`config.mk`:
```
export PLATFORM = sky130hd
export DESIGN_NAME = sef_status
export DESIGN_NICKNAME = d
export VERILOG_FILES = /design/src/core/sef_pkg.sv /design/src/core/sef_status.sv /design/src/core/sef_flag.sv /design/src/core/sef_seq.sv
export SDC_FILE = /design/constraint.sdc
export NUM_CORES = 1
export LEC_CHECK = 0
export BUFFER_PORTS_ARGS = -buffer_cell sky130_fd_sc_hd__buf_2
export CORE_ASPECT_RATIO = 0.8
export CORE_MARGIN = 4
export CORE_UTILIZATION = 46
export DETAILED_ROUTE_END_ITERATION = 16
export GPL_TIMING_DRIVEN = 0
export HOLD_SLACK_MARGIN = 0.15
export PLACE_DENSITY = 0.77
export SETUP_SLACK_MARGIN = 0.4
export SKIP_LAST_GASP = 1
export SLEW_MARGIN = 20
export SYNTH_ARGS = -nofsm -noshare
export SYNTH_HDL_FRONTEND = slang
export SYNTH_SLANG_ARGS = --single-unit
export TNS_END_PERCENT = 100
```
`constraint.sdc`:
```
create_clock -name clk -period 2 [get_ports clk]
set_input_delay 0.1 -clock clk [delete_from_list [all_inputs] [get_ports clk]]
set_output_delay 0.1 -clock clk [all_outputs]
set_load 0.1 [all_outputs]
```
`src/core/sef_pkg.sv`:
```
/*
 * Constants for the error/event status register bank: offset, bit
 * positions, reset value, clear mask and detector states.
 * Assumes a single 100 MHz clock and a synchronous active-high reset.
 */
// How it works
// - Corrupted protected control write sets bit 12
// - Without protection, bit 12 reads zero
// - Bad FCS sets bit 11, frame still sent
// - Three W1C timestamp slot flags, C10 B9
// - Read-only bit 7 mirrors PHY interrupt
// - PHY summary asserted after reset, masked
// - Reset-done bit 6 resets one, drives irq
// - Footer extended status while reset-done unmasked
// - Header parity failure sets bit 5
// - Early chip-select release sets bit 4
// - Control protection error also sets bit 4
// - Receive buffer overflow sets bit 3
// - Underrun only with cut-through, stops packet
// - Overflow drops frame until next start
// - Chunk protocol start/data sequence errors set bit 0
// - Early frame size write sets bit 0
// - CRC32 checked during transmission, error flagged
package sef_pkg;
    // -----------------------------------------------------------------
    // Register map
    // -----------------------------------------------------------------
    localparam logic [7:0] STATUS_OFFSET = 8'h08; // Word address
    localparam logic [31:0] STATUS_RESET = 32'h0000_0040; // After reset
    localparam int CTRL_PROTECT_BIT = 12;
    localparam int TX_CHECKSUM_BIT = 11;
    localparam int TS_C_BIT = 10;
    localparam int TS_B_BIT = 9;
    localparam int TS_A_BIT = 8; // Slot A position not printed cleanly
    localparam int PHY_IRQ_BIT = 7;
    localparam int RESET_DONE_BIT = 6;
    localparam int HEADER_PARITY_BIT = 5;
    localparam int EARLY_CS_BIT = 4;
    localparam int RX_OVERFLOW_BIT = 3;
    localparam int TX_UNDERRUN_BIT = 2;
    localparam int TX_OVERFLOW_BIT = 1;
    localparam int TX_PROTOCOL_BIT = 0;
    localparam logic [12:0] W1C_MASK = 13'h1f7f; // All but bit 7
    // -----------------------------------------------------------------
    // Transmit FIFO size in bytes and the frame size counter width
    // -----------------------------------------------------------------
    localparam int TX_FIFO_BYTES = 4096; // Room for more than one frame
    localparam int SIZE_W = 16;
    // -----------------------------------------------------------------
    // Chunk sequence states
    // -----------------------------------------------------------------
    typedef enum logic [1:0] {
        SEF_IDLE = 2'b01,
        SEF_IN_FRAME = 2'b10
    } sef_chunk_state_t;
endpackage : sef_pkg

```
`src/core/sef_status.sv`:
```
/*
 * Error/event status register bank of the SPI MAC-PHY host interface.
 * Holds sticky W1C flags fed by event strobes from the SPI front end,
 * MAC and buffers; drives the active-low interrupt and footer status.
 * Assumes all strobes are one-cycle, synchronous to clk.
 */
`timescale 1ns/1ps
`default_nettype none
module sef_status
    import sef_pkg::*;
#(
    parameter logic CTRL_PROTECT_IMPL = 1'b1 // Control protection present
) (
    input wire logic clk,
    input wire logic sys_rst,
    // Register port
    input wire logic reg_wr,
    input wire logic reg_rd,
    input wire logic [7:0] reg_addr,
    input wire logic [31:0] reg_wdata,
    output logic [31:0] reg_rdata,
    // Mode and configuration
    input wire logic generic_mode,
    input wire logic ctrl_protect_en,
    input wire logic cut_through_en,
    input wire logic reset_done_mask,
    input wire logic phy_irq_mask,
    // Event sources
    input wire logic ctrl_write_corrupt,
    input wire logic crc_check_fail,
    input wire logic ts_slot_a_capture,
    input wire logic ts_slot_b_capture,
    input wire logic ts_slot_c_capture,
    input wire logic phy_irq_in,
    input wire logic header_parity_fail,
    input wire logic cs_early_release,
    input wire logic rx_buf_overflow,
    input wire logic tx_fifo_empty_read,
    input wire logic tx_fifo_full_write,
    // Transmit sequence
    input wire logic chunk_strobe,
    input wire logic chunk_data_valid,
    input wire logic chunk_start_valid,
    input wire logic chunk_end_valid,
    input wire logic size_write,
    input wire logic [sef_pkg::SIZE_W-1:0] tx_frame_size,
    input wire logic byte_write,
    // Outputs
    output logic irq_out_n,
    output logic footer_ext_status,
    output logic tx_abort,
    output logic tx_discard
);
    import sef_pkg::*;

    // -----------------------------------------------------------------
    // Declarations
    // -----------------------------------------------------------------
    logic [12:0] set_vec; // Per-bit set events
    logic [12:0] clr_vec; // Per-bit W1C clears
    logic [12:0] flags; // Flag storage outputs
    logic status_wr; // Write hit on the status register
    logic ctrl_protect_err_set; // Qualified control protection event
    logic proto_err; // From sequence checker
    logic phy_irq_q; // Registered PHY summary
    logic phy_boot; // Summary forced after reset
    logic [31:0] next_rdata; // Read mux value

    assign status_wr = reg_wr && (reg_addr == STATUS_OFFSET);

    // -----------------------------------------------------------------
    // Event qualification
    // -----------------------------------------------------------------
    // Protection error only counts when the feature exists and is on
    assign ctrl_protect_err_set = CTRL_PROTECT_IMPL && ctrl_protect_en && !generic_mode && ctrl_write_corrupt;

    always_comb begin
        set_vec = '0;
        set_vec[CTRL_PROTECT_BIT] = ctrl_protect_err_set;
        set_vec[TX_CHECKSUM_BIT] = crc_check_fail;
        set_vec[TS_C_BIT] = ts_slot_c_capture;
        set_vec[TS_B_BIT] = ts_slot_b_capture;
        set_vec[TS_A_BIT] = ts_slot_a_capture;
        set_vec[HEADER_PARITY_BIT] = header_parity_fail && !generic_mode;
        set_vec[EARLY_CS_BIT] = cs_early_release || ctrl_protect_err_set;
        set_vec[RX_OVERFLOW_BIT] = rx_buf_overflow;
        set_vec[TX_UNDERRUN_BIT] = cut_through_en && tx_fifo_empty_read;
        set_vec[TX_OVERFLOW_BIT] = tx_fifo_full_write;
        set_vec[TX_PROTOCOL_BIT] = proto_err;
    end

    // Write one clears only W1C positions; zeros leave bits alone
    assign clr_vec = status_wr ? (reg_wdata[12:0] & W1C_MASK) : '0;

    // -----------------------------------------------------------------
    // Flag storage
    // -----------------------------------------------------------------
    genvar gi;
    generate
        for (gi = 0; gi < 13; gi++) begin : g_flag
            if (gi == PHY_IRQ_BIT) begin : g_ro
                assign flags[gi] = phy_irq_q;
            end else if (gi == CTRL_PROTECT_BIT && !CTRL_PROTECT_IMPL) begin : g_rsvd
                assign flags[gi] = 1'b0;
            end else begin : g_w1c
                sef_flag #(
                    .RESET_VAL(STATUS_RESET[gi])
                ) u_flag (
                    .clk(clk),
                    .sys_rst(sys_rst),
                    .set(set_vec[gi]),
                    .clr(clr_vec[gi]),
                    .q(flags[gi])
                );
            end
        end
    endgenerate

    // -----------------------------------------------------------------
    // PHY summary: asserted on reset exit until the PHY source settles
    // -----------------------------------------------------------------
    // Held high from reset until phy_irq_in is first seen high
    always_ff @(posedge clk) begin
        if (sys_rst) begin
            phy_boot <= 1'b1;
        end else if (phy_irq_in) begin
            phy_boot <= 1'b0;
        end
    end

    always_ff @(posedge clk) begin
        if (sys_rst) begin
            phy_irq_q <= 1'b0;
        end else begin
            phy_irq_q <= phy_irq_in || phy_boot;
        end
    end

    // -----------------------------------------------------------------
    // Interrupt and footer outputs
    // -----------------------------------------------------------------
    // Reset-done is non-maskable on the pin; PHY summary is masked
    always_ff @(posedge clk) begin
        if (sys_rst) begin
            irq_out_n <= 1'b1;
        end else begin
            irq_out_n <= !(flags[RESET_DONE_BIT] || (flags[PHY_IRQ_BIT] && !phy_irq_mask));
        end
    end

    // Footer extended status only while reset-done is unmasked
    always_ff @(posedge clk) begin
        if (sys_rst) begin
            footer_ext_status <= 1'b0;
        end else begin
            footer_ext_status <= flags[RESET_DONE_BIT] && !reset_done_mask;
        end
    end

    // Underrun stops the packet currently going out
    always_ff @(posedge clk) begin
        if (sys_rst) begin
            tx_abort <= 1'b0;
        end else begin
            tx_abort <= set_vec[TX_UNDERRUN_BIT];
        end
    end

    // -----------------------------------------------------------------
    // Transmit sequence checker and overflow discard
    // -----------------------------------------------------------------
    sef_seq u_seq (
        .clk(clk),
        .sys_rst(sys_rst),
        .generic_mode(generic_mode),
        .chunk_strobe(chunk_strobe),
        .chunk_data_valid(chunk_data_valid),
        .chunk_start_valid(chunk_start_valid),
        .chunk_end_valid(chunk_end_valid),
        .size_write(size_write),
        .tx_frame_size(tx_frame_size),
        .byte_write(byte_write),
        .fifo_overflow(tx_fifo_full_write),
        .proto_err(proto_err),
        .discard(tx_discard)
    );

    // -----------------------------------------------------------------
    // Read port: registered data, reserved bits zero
    // -----------------------------------------------------------------
    always_comb begin
        next_rdata = '0;
        if (reg_addr == STATUS_OFFSET) begin
            next_rdata[12:0] = flags;
        end
    end

    always_ff @(posedge clk) begin
        if (sys_rst) begin
            reg_rdata <= '0;
        end else if (reg_rd) begin
            reg_rdata <= next_rdata;
        end
    end

    // -----------------------------------------------------------------
    // Checks
    // -----------------------------------------------------------------
    a_ctrl_protect_err_early_cs_release_err: assert property (@(posedge clk) disable iff (sys_rst)
        ctrl_protect_err_set |=> (flags[CTRL_PROTECT_BIT] && flags[EARLY_CS_BIT]))
        else $error("protection error without loss of frame");
    a_reset_done_boot: assert property (@(posedge clk)
        $fell(sys_rst) |-> flags[RESET_DONE_BIT])
        else $error("reset-done not set after reset");
    a_irq_non_mask: assert property (@(posedge clk) disable iff (sys_rst)
        flags[RESET_DONE_BIT] |=> !irq_out_n)
        else $error("reset-done did not drive irq");
    a_ext_status: assert property (@(posedge clk) disable iff (sys_rst)
        (flags[RESET_DONE_BIT] && !reset_done_mask) |=> footer_ext_status)
        else $error("footer extended status missing");
    a_underrun_gate: assert property (@(posedge clk) disable iff (sys_rst)
        (!cut_through_en && !flags[TX_UNDERRUN_BIT]) |=> !flags[TX_UNDERRUN_BIT] || $past(cut_through_en))
        else $error("underrun set without cut-through");
    a_phy_boot: assert property (@(posedge clk)
        $fell(sys_rst) |=> flags[PHY_IRQ_BIT])
        else $error("phy summary not asserted after reset");
    a_hdr_parity: assert property (@(posedge clk) disable iff (sys_rst)
        (header_parity_fail && !generic_mode) |=> flags[HEADER_PARITY_BIT])
        else $error("header parity not flagged");
    a_wr_zero_keeps: assert property (@(posedge clk) disable iff (sys_rst)
        (status_wr && reg_wdata[RX_OVERFLOW_BIT] == 1'b0 && flags[RX_OVERFLOW_BIT]) |=> flags[RX_OVERFLOW_BIT])
        else $error("write zero cleared a flag");
    a_rx_ovf_set: assert property (@(posedge clk) disable iff (sys_rst)
        rx_buf_overflow |=> flags[RX_OVERFLOW_BIT])
        else $error("rx overflow not flagged");
endmodule // sef_status
`default_nettype wire

```
`src/core/sef_flag.sv`:
```
/*
 * One sticky write-one-to-clear flag.
 * Assumes set and clear are single-cycle qualified strobes.
 */
`timescale 1ns/1ps
`default_nettype none
module sef_flag #(
    parameter logic RESET_VAL = 1'b0
) (
    input wire logic clk,
    input wire logic sys_rst,
    input wire logic set,
    input wire logic clr,
    output logic q
);
    // -----------------------------------------------------------------
    // Sticky bit: set wins so no event is lost
    // -----------------------------------------------------------------
    always_ff @(posedge clk) begin
        if (sys_rst) begin
            q <= RESET_VAL;
        end else if (set) begin
            q <= 1'b1;
        end else if (clr) begin
            q <= 1'b0;
        end
    end

    a_set_beats_clr: assert property (@(posedge clk) disable iff (sys_rst) set |=> q)
        else $error("flag lost on set");
endmodule // sef_flag
`default_nettype wire

```
`src/core/sef_seq.sv`:
```
/*
 * Transmit sequence checker: chunk start/data/end ordering and generic
 * frame-size bookkeeping, plus overflow discard until next frame start.
 * Assumes strobes are one-cycle pulses from the SPI front end.
 */
`timescale 1ns/1ps
`default_nettype none
module sef_seq
    import sef_pkg::*;
(
    input wire logic clk,
    input wire logic sys_rst,
    input wire logic generic_mode,
    input wire logic chunk_strobe,
    input wire logic chunk_data_valid,
    input wire logic chunk_start_valid,
    input wire logic chunk_end_valid,
    input wire logic size_write,
    input wire logic [sef_pkg::SIZE_W-1:0] tx_frame_size,
    input wire logic byte_write,
    input wire logic fifo_overflow,
    output logic proto_err,
    output logic discard
);
    import sef_pkg::*;
    sef_chunk_state_t state; // Chunk frame tracking
    logic [SIZE_W-1:0] remain; // Bytes still owed in generic mode
    logic sof; // Start of frame seen this cycle

    assign sof = generic_mode ? size_write : (chunk_strobe && chunk_start_valid);

    // -----------------------------------------------------------------
    // Protocol error detection
    // -----------------------------------------------------------------
    always_comb begin
        proto_err = 1'b0;
        if (!generic_mode && chunk_strobe && chunk_data_valid) begin
            case (state)
                SEF_IDLE: proto_err = !chunk_start_valid;
                SEF_IN_FRAME: proto_err = chunk_start_valid;
                default: proto_err = 1'b0;
            endcase
        end else if (generic_mode && size_write) begin
            proto_err = (remain != '0);
        end
    end

    // -----------------------------------------------------------------
    // Chunk state: open on start, close on end
    // -----------------------------------------------------------------
    always_ff @(posedge clk) begin
        if (sys_rst) begin
            state <= SEF_IDLE;
        end else if (!generic_mode && chunk_strobe && chunk_data_valid) begin
            case (state)
                SEF_IDLE: state <= (chunk_start_valid && !chunk_end_valid) ? SEF_IN_FRAME : SEF_IDLE;
                SEF_IN_FRAME: state <= chunk_end_valid ? SEF_IDLE : SEF_IN_FRAME;
                default: state <= SEF_IDLE;
            endcase
        end
    end

    // -----------------------------------------------------------------
    // Generic mode: count bytes owed against announced size
    // -----------------------------------------------------------------
    always_ff @(posedge clk) begin
        if (sys_rst) begin
            remain <= '0;
        end else if (size_write) begin
            remain <= tx_frame_size;
        end else if (byte_write && remain != '0) begin
            remain <= remain - SIZE_W'(1);
        end
    end

    // -----------------------------------------------------------------
    // Overflow discards rest of frame; writes resume at next start
    // -----------------------------------------------------------------
    always_ff @(posedge clk) begin
        if (sys_rst) begin
            discard <= 1'b0;
        end else if (sof) begin
            discard <= 1'b0;
        end else if (fifo_overflow) begin
            discard <= 1'b1;
        end
    end

    a_dup_start_err: assert property (@(posedge clk) disable iff (sys_rst)
        (!generic_mode && chunk_strobe && chunk_data_valid && chunk_start_valid && state == SEF_IN_FRAME)
        |-> proto_err)
        else $error("repeated start not flagged");
    a_discard_hold: assert property (@(posedge clk) disable iff (sys_rst)
        (fifo_overflow && !sof) |=> discard)
        else $error("overflow did not discard");
endmodule // sef_seq
`default_nettype wire

```
* Word-level counts from Yosys, hierarchy flattened
Index checks and enable logic that the tools add are counted.
Word-level totals: register bits after elaboration 49, input bits 82, output and inout port bits 36, logic and storage cells 94
Operators by class: $add $sub $neg 1, equal/unequal tests 3, multiplexer cells 33, reduce and logical (&&, ||, !) cells 36
Operators by type and width (count):
- $mux 16 | 2
- $mux 13 | 2
- $mux 1 | 25
- $reduce_bool 2->1 | 12
- $reduce_bool 16->1 | 1
- $sub 16x1->16 const B | 1
- $logic_and 1x1->1 | 13
- $eq 8x4->1 const B | 1
- $logic_not 1->1 | 6
- $mux 2 | 2
- $pmux 2 s2 | 1
- $logic_or 1x1->1 | 3
- $eq 2x1->1 const B | 1
- $eq 2x2->1 const B | 1
- $pmux 1 s2 | 1
- $reduce_or 2->1 | 1

* Longest topological paths before layout
Gate-level depths: netlist of run 1.
depth in word-level cells 5, mapped depth 6, depth with buffers taken out 6

* Cells and area by module
From an unflattened synthesis of run 1, not the netlist that was laid out.
Unflattened totals: cells, all modules 313, area total of the unflattened synthesis 2730.1 um2
By module, submodules not included:
- sef_seq | times used 1, cells each 136, area an instance 1152.4 um2, sequential area each 380.4 um2
- sef_status | times used 1, cells each 129, area an instance 1118.6 um2, sequential area each 360.3 um2
- sef_flag at g_flag[0].g_w1c.u_flag ... | times used 11, cells each 4, area an instance 38.8 um2, sequential area each 20.0 um2
- sef_flag at g_flag[6].g_w1c.u_flag | times used 1, cells each 4, area an instance 32.5 um2, sequential area each 20.0 um2

* Least setup slack after synthesis of run 1
No wires, ideal clock.
kind register to register, start register u_seq.remain[0], end register u_seq.remain[14], library setup time 74 ps, arrival time 1744 ps, data required time 1926 ps, slack 182 ps, stages on the path, launching flop included 7, path buffers 0, period minus slack after synthesis 1818 ps, cell sequence dfxtp_1 > inv_1 > ha_1 > nor4b_4 > nand4_1 > or4b_1 > a31oi_1
On the way: cells in the longest elaborated chain, start to end 3, elaborated cells on any way between the ends 6, classes of those cells add/sub (1); mux (2); reduce/logical (3)
Ends and longest elaborated chain:
- start: declaration | line sef_seq.sv:27 | logic [SIZE_W-1:0] remain;
- start signal: assignment | line sef_seq.sv:70 | remain <= tx_frame_size;
- start signal: assignment | line sef_seq.sv:72 | remain <= remain - SIZE_W'(1);
- $sub 16x1->16 or $reduce_bool 16->1 (tied branches) | line sef_seq.sv:72, sef_seq.sv:71
- $mux 16 or $logic_and 1x1->1 (tied branches) | line sef_seq.sv:71 | end else if (byte_write && remain != '0) begin
- $mux 16 or $reduce_bool 2->1 (tied branches)
Parallel ways exist; a longest one is shown, timed or not. The select of a mux whose other input is x is not followed. A chain may end at the register's enable or synchronous reset.

* Worst setup path in the final report of run 1
start register u_seq.remain[0], end register u_seq.remain[8]
The elaborated chain is that of the path after synthesis.

==> flow_metrics.py, run 1 <==
metrics = {
    "power": {
        "vdd.ir_drop.worst_v": 0.0004282,
        "power_per_cell_area_nw_per_um2": 633.6,
        "final_power_mw": 2.436,
        "p_leak_nw": 1.745,
    },
    "finish": {
        "syn2layout_area_growth_pct": 57.43,
        "fin_cells": 520,
        "final.fill_count": 337,
        "layout.nets": 541,
        "layout-drive-gt1-share": 0.3523,
        "area.sequential_um2": 993.5,
        "multiInputGateArea_um2": 1390,
    },
    "detailed_routing": {
        "remaining_drc_errors": 0,
        "drt-pass1-iter-count": 6,
        "vias": 2942,
        "route.final.wire_length_um": 8851,
        "route.detailed.wl_per_inst_um": 17.02,
        "detail_route.vias_per_cell": 5.658,
        "first_iter_violations": 217,
        "antenna_left": 0,
    },
    "sta": {
        "final-max-slew-violation-count": 0,
        "worst_pin_slew_ps": 666.6,
        "worst_clock_skew_ps": 7.691,
        "shortest_period_the_worst_path_allows_ps": 1901,
        "max_clock_freq_mhz": 526.0,
        "finalSetupTns_ps": 0,
        "final_hold_viol_count": 0,
        "timing.slew.headroom": 0.5515,
        "finalSetupViolations": 0,
        "final_min_period_over_clock_period": 0.9506,
        "rsz0062_at_grt": "yes",
    },
    "critical_path": {
        "crit_required_ps": 2220,
        "critPathKind": "flop to flop",
        "endpoint_kind": "flop",
        "timing.critical_path.slowest_cell_delay_ps": 490,
        "timing.critical_path.slowest_stage_cell": "or4_1",
        "regToRegStartpoint": "u_seq.remain[0]$_SDFFE_PP0P_",
        "cp_max_fo": 6,
        "r2r.worst_path.cells": 6,
        "worst_setup_sp_type": "flop",
        "timing.critical_path.arrival_ps": 2120,
        "path_cells": "inv_4, ha_4, nor4b_4, nand2_2, or4_1, a311oi_1",
        "crit_start": "u_seq.remain[0]$_SDFFE_PP0P_",
    },
    "die": {
        "die_height_um": 73.18,
        "placement_rows": 23,
        "initial_standard_cell_utilization_of_the_core": 0.4822,
        "chipWidth_um": 89.47,
        "pin_count": 118,
        "die_area_um2": 6547,
        "placeableCoreArea_um2": 5065,
    },
    "global_route": {
        "grt_antenna_before_repair": 0,
        "first_global_vias": 2756,
        "grt_start_max_net_pins": 19,
        "grt_remaining_overflow": 0,
        "globalRouteTotalUtil": 0.2507,
        "grt_first_pass_wirelength_um": 12860,
    },
    "cts": {
        "htreeDepth": 2,
        "numClockSinks": 49,
        "clk_pin_slew_worst_paths_ps": 100,
        "clock-root-buffer": "clkbuf_8",
        "tritoncts_clock_tree": "built",
        "clk-insertion-delay-late_ps": 320,
        "clockBufferDepth": 2,
        "number_of_clock_buffers_inserted_by_tritoncts": 5,
    },
    "synthesis": {
        "ys_warn_count": 0,
        "synth_top_cell_area_share": 0.4016,
        "mappedNetlistArea_um2": 2442,
        "synth_top_cells_by_area": "dfxtp_1 40%, buf_4 5.8%, a21oi_1 5.3%",
        "synth_async_sr_flop_share": 0,
        "synth_enable_flop_cells": 0,
        "synth_top_area_cell": "dfxtp_1",
        "netlist_top_cells_count": "49 x dfxtp_1, 34 x nor2_1, 26 x a21oi_1",
        "ys_ff_latch": 49,
        "synth_top_flop_cell": "dfxtp_1",
        "yosysMostFrequentCell": "dfxtp_1",
        "synthesis.instances": 287,
        "synthDistinctLibCells": 55,
        "synth_seq_area_share": 0.4016,
        "syn_area_per_cell_um2": 8.510,
    },
    "status": {
        "run_status": "complete, no violations",
    },
    "worst_hold_path": {
        "hp-class": "input pin to flop",
        "origin_of_the_worst_min_delay_path": "reg_rd",
        "worstHoldPathCells": 4,
    },
    "place": {
        "place.port_buffers": 75,
        "gp_congestion": 0.8373,
        "detailedPlacementHpwl_um": 4963,
        "dpl.cell_count": 442,
    },
    "flow_run": {
        "cap_viol_max_count": 0,
    },
}
## where the power goes
group	switching, mW	internal, mW	total [mW]	leakage, nW
clock network	0.386	0.263	0.648	0.0507
logic	0.423	0.285	0.709	1.29
registers	0.0535	1.03	1.08	0.406
total	0.863	1.57	2.44	1.75
## worst max-delay path, delay by kind of cell, from the launching register on
kind            cells  cell delay [ps]
compound gates      1              260
simple gates        3             1010
fa+ha+maj           1              120
buf+inv             1               60
flops               1              370
## cells by family (layout without fill, tap and decap cells)
kind of cell,after synthesis,in the layout,share of synthesized area
adders and majority gates,3,3,0.01537
muxes,1,1,0.004099
other,1,20,0.001535
and+or+nand+nor,110,110,0.2772
DFF,49,49,0.4016
buffers and inverters,48,200,0.1040
AOI/OAI and AO/OA,75,75,0.1962
## area by class of cell
class                      instances  share of cell area
antenna                            1           0.0006508
buffer                            32             0.05076
clock buffer                       5             0.01790
clock inverter                     3            0.007485
inverter                          16             0.01627
multi-input combinational        208              0.3615
sequential                        49              0.2584
tap                               62             0.02018
timing repair buffer             144              0.2668
## repair_timing
action                                 in CTS  in global routing
endpoints found under the hold margin      35                  0
setup buffers                              13                  9
setup endpoints to repair                  15                 25
hold buffers                               47                  0
pin swaps                                  14                 13
gates resized for setup                     8                 24
## final timing paths
| check | end | slack [ps] |
|---|---|---|
| worst max-delay path | u_seq.remain[8]$_SDFFE_PP0P_ | 100 |
| worst min-delay path | reg_rdata[0]$_SDFFE_PP0P_ | 170 |
| worst max register to register | u_seq.remain[8]$_SDFFE_PP0P_ | 100 |
| worst min register to register | phy_boot$_SDFFE_PP1P_ | 490 |
## layer usage
layer,vias up,routed length [µm],global-route usage
li1,1351,-,-
met1,1316,3379,0.3170
met2,210,4176,0.3974
met3,65,757,0.05643
met4,0,538,0.1306
met5,-,0,0
## stage by stage
step           utilization  instance area, µm²  hold WS [ps]  setup slack (ps)
6_report            0.7591                3845         166.8             98.76
4_1_cts             0.7246                3670         150.1             150.9
5_1_grt             0.7586                3842         176.2            -42.69
3_3_place_gp        0.5882                2979         264.0             102.5
2_1_floorplan            -                2526         175.8             238.9
3_5_place_dp        0.5882                2979         269.1             65.45
## registers in the layout, indices dropped and copies added (netlist names)
signal	flops
u_seq.remain	16
g_flag.g_w1c.u_flag.q	12
tx_abort	1
phy_boot	1
irq_out_n	1
reg_rdata	13
u_seq.state	2
u_seq.discard	1
phy_irq_q	1
footer_ext_status	1
## cell usage in the layout, fill, tap and decap left out, types with 6 or more instances in the layout
cell / netlist / routed
nor2b_1: 15 / 15
o21ai_0: 12 / 11
inv_1: 14 / 12
conb_1: 1 / 19
nor2_1: 34 / 34
clkbuf_1: 9 / 8
buf_4: 19 / 37
dlygate4sd3_1: 0 / 47
buf_2: 2 / 77
nand4_1: 10 / 10
nand2_1: 7 / 6
dfxtp_1: 49 / 45
a21oi_1: 26 / 26
Note: power is estimated with default switching activity, not from simulation.
==> inputs of run 2 (changes only) <==
--- a/config.mk
+++ b/config.mk
@@ -8,12 +8,11 @@
 export BUFFER_PORTS_ARGS = -buffer_cell sky130_fd_sc_hd__buf_2
 export CORE_ASPECT_RATIO = 0.8
 export CORE_MARGIN = 4
-export CORE_UTILIZATION = 46
+export CORE_UTILIZATION = 40
 export DETAILED_ROUTE_END_ITERATION = 16
 export GPL_TIMING_DRIVEN = 0
 export HOLD_SLACK_MARGIN = 0.15
-export PLACE_DENSITY = 0.77
-export SETUP_SLACK_MARGIN = 0.4
+export PLACE_DENSITY = 0.68
 export SKIP_LAST_GASP = 1
 export SLEW_MARGIN = 20
 export SYNTH_ARGS = -nofsm -noshare
==> flow_metrics.py, run 2 (same netlist as run 1, synthesis figures left out) <==
metrics = {
    "critical_path": {
        "cp_max_fo": 7,
        "regToRegStartpoint": "u_seq.remain[1]$_SDFFE_PP0P_",
        "worst_setup_sp_type": "flop",
        "crit_start": "u_seq.remain[1]$_SDFFE_PP0P_",
        "endpoint_kind": "flop",
        "critPathKind": "flop to flop",
        "timing.critical_path.arrival_ps": 2210,
        "crit_required_ps": 2200,
    },
    "place": {
        "detailedPlacementHpwl_um": 4951,
        "gp_congestion": 0.8451,
        "place.port_buffers": 75,
        "place_worst_setup_slack_ps": -46.64,
    },
    "detailed_routing": {
        "route.detailed.wl_per_inst_um": 14.33,
        "remaining_drc_errors": 0,
        "first_iter_violations": 136,
        "antenna_left": 0,
        "drt-pass1-iter-count": 4,
        "route.final.wire_length_um": 7464,
        "vias": 2637,
        "detail_route.vias_per_cell": 5.061,
    },
    "global_route": {
        "grt_use_met1": 0.2735,
        "first_global_vias": 2464,
        "gr-usage-met2": 0.3187,
        "grt_start_max_net_pins": 17,
        "grt_antenna_before_repair": 0,
        "grt_most_used_layer": "met2",
        "grt_use_met3": 0.03295,
        "grt_first_pass_wirelength_um": 11890,
        "globalRouteTotalUtil": 0.1986,
        "grt_remaining_overflow": 0,
    },
    "power": {
        "p_leak_nw": 1.639,
        "vdd.ir_drop.worst_v": 0.0004932,
        "power_per_cell_area_nw_per_um2": 628.4,
    },
    "cts": {
        "clockBufferDepth": 2,
        "clock-root-buffer": "clkbuf_8",
        "numClockSinks": 49,
        "clk-insertion-delay-late_ps": 300,
        "number_of_clock_buffers_inserted_by_tritoncts": 5,
        "htreeDepth": 2,
        "tritoncts_clock_tree": "built",
        "clk_pin_slew_worst_paths_ps": 90,
    },
    "finish": {
        "final_cell_mix": "77 x buf_2, 47 x dfxtp_1, 46 x dlygate4sd3_1, 34 x nor2_1, 26 x a21oi_1",
        "layout-drive-gt1-share": 0.2977,
        "final.fill_count": 527,
        "layout_commonest_cell": "buf_2",
        "largest_register_ffs": 16,
        "fin_util": 0.6174,
        "layout_top_registers": "u_seq.remain x16, reg_rdata x13, g_flag.g_w1c.u_flag.q x12",
        "max_flop_register": "u_seq.remain",
        "syn2layout_area_growth_pct": 49.44,
        "area.sequential_um2": 988.4,
        "multiInputGateArea_um2": 1335,
        "layout.nets": 524,
        "antenna_diodes": 0,
    },
    "sta": {
        "final_hold_viol_count": 0,
        "timing.slew.headroom": 0.5934,
        "fin_ws_ps": -5.663,
        "worst_clock_skew_ps": 3.279,
        "shortest_period_the_worst_path_allows_ps": 2006,
        "max_clock_freq_mhz": 498.6,
        "rsz0062_at_grt": "yes",
        "worst_pin_slew_ps": 609.9,
        "final_min_period_over_clock_period": 1.003,
        "finalSetupViolations": 1,
        "final-max-slew-violation-count": 0,
    },
    "status": {
        "run_status": "finished, violations left",
        "failed_checks": "negative setup slack",
    },
    "die": {
        "placeableCoreArea_um2": 5912,
        "placement_rows": 25,
        "die_area_um2": 7428,
        "initial_standard_cell_utilization_of_the_core": 0.4131,
        "die_height_um": 77.89,
        "pin_count": 118,
        "chipWidth_um": 95.37,
    },
    "worst_hold_path": {
        "origin_of_the_worst_min_delay_path": "generic_mode",
        "hp-class": "input pin to flop",
    },
    "flow_run": {
        "cap_viol_max_count": 0,
    },
}
[run 2: power breakdown]
group          switching (mW)  internal, mW
Sequential             0.0486          1.03
Clock                   0.343         0.249
Combinational           0.386         0.242
[run 2: worst paths after layout]
kind	to	slack, ps	cells after the start
worst max-delay path	u_seq.remain[8]$_SDFFE_PP0P_	-6	6
worst min-delay path	g_flag[0].g_w1c.u_flag.q$_SDFFE_PP0P_	160	3
worst max register to register	u_seq.remain[8]$_SDFFE_PP0P_	-6	6
worst min register to register	phy_boot$_SDFFE_PP1P_	480	2
[run 2: cell type report]
cell class              instances  area share
flip-flops and latches         49      0.2708
clock buffers                   5     0.01885
plain buffers                  32     0.05314
clock inverters                 3    0.005828
well taps                      81     0.02777
inverters                      16     0.01646
repair buffers                127      0.2413
multi-input cells             208      0.3658
[run 2: metrics by stage]
step / hold WS, ps / total power [mW] / instance area, µm² / setup TNS [ps] / std cells
2_1_floorplan: 175.8 / 1.479 / 2510 / 0 / 305
3_3_place_gp: 264.3 / 1.598 / 2987 / -24.34 / 461
3_5_place_dp: 278.3 / 1.604 / 2987 / -46.64 / 461
4_1_cts: 156.8 / 2.263 / 3557 / 0 / 518
5_1_grt: 168.3 / 2.414 / 3650 / -83.40 / 521
6_report: 165.0 / 2.293 / 3650 / -5.663 / 521
[run 2: worst max-delay path, stage by stage, from the launching register on]
cell      delay [ps]
dfxtp_4          370
inv_2             70
ha_4             140
nor4b_4          370
nand2_2          140
or4_4            500
a311oi_2         320
[run 2: what timing repair did]
item / CTS / global route
hold endpoints to repair: 34 / 1
resized for setup: 0 / 14
pin swaps: 2 / 9
hold buffers: 45 / 1
setup buffers: 4 / 2
setup endpoints to repair: 4 / 14
[run 2: per-layer routing]
layer | wire length (µm) | part of all wire | up-vias
li1 | - | - | 1312
met1 | 3206 | 0.43 | 1198
met2 | 3579 | 0.48 | 109
met3 | 500 | 0.067 | 18
met4 | 178 | 0.024 | 0
met5 | 0 | 0 | -
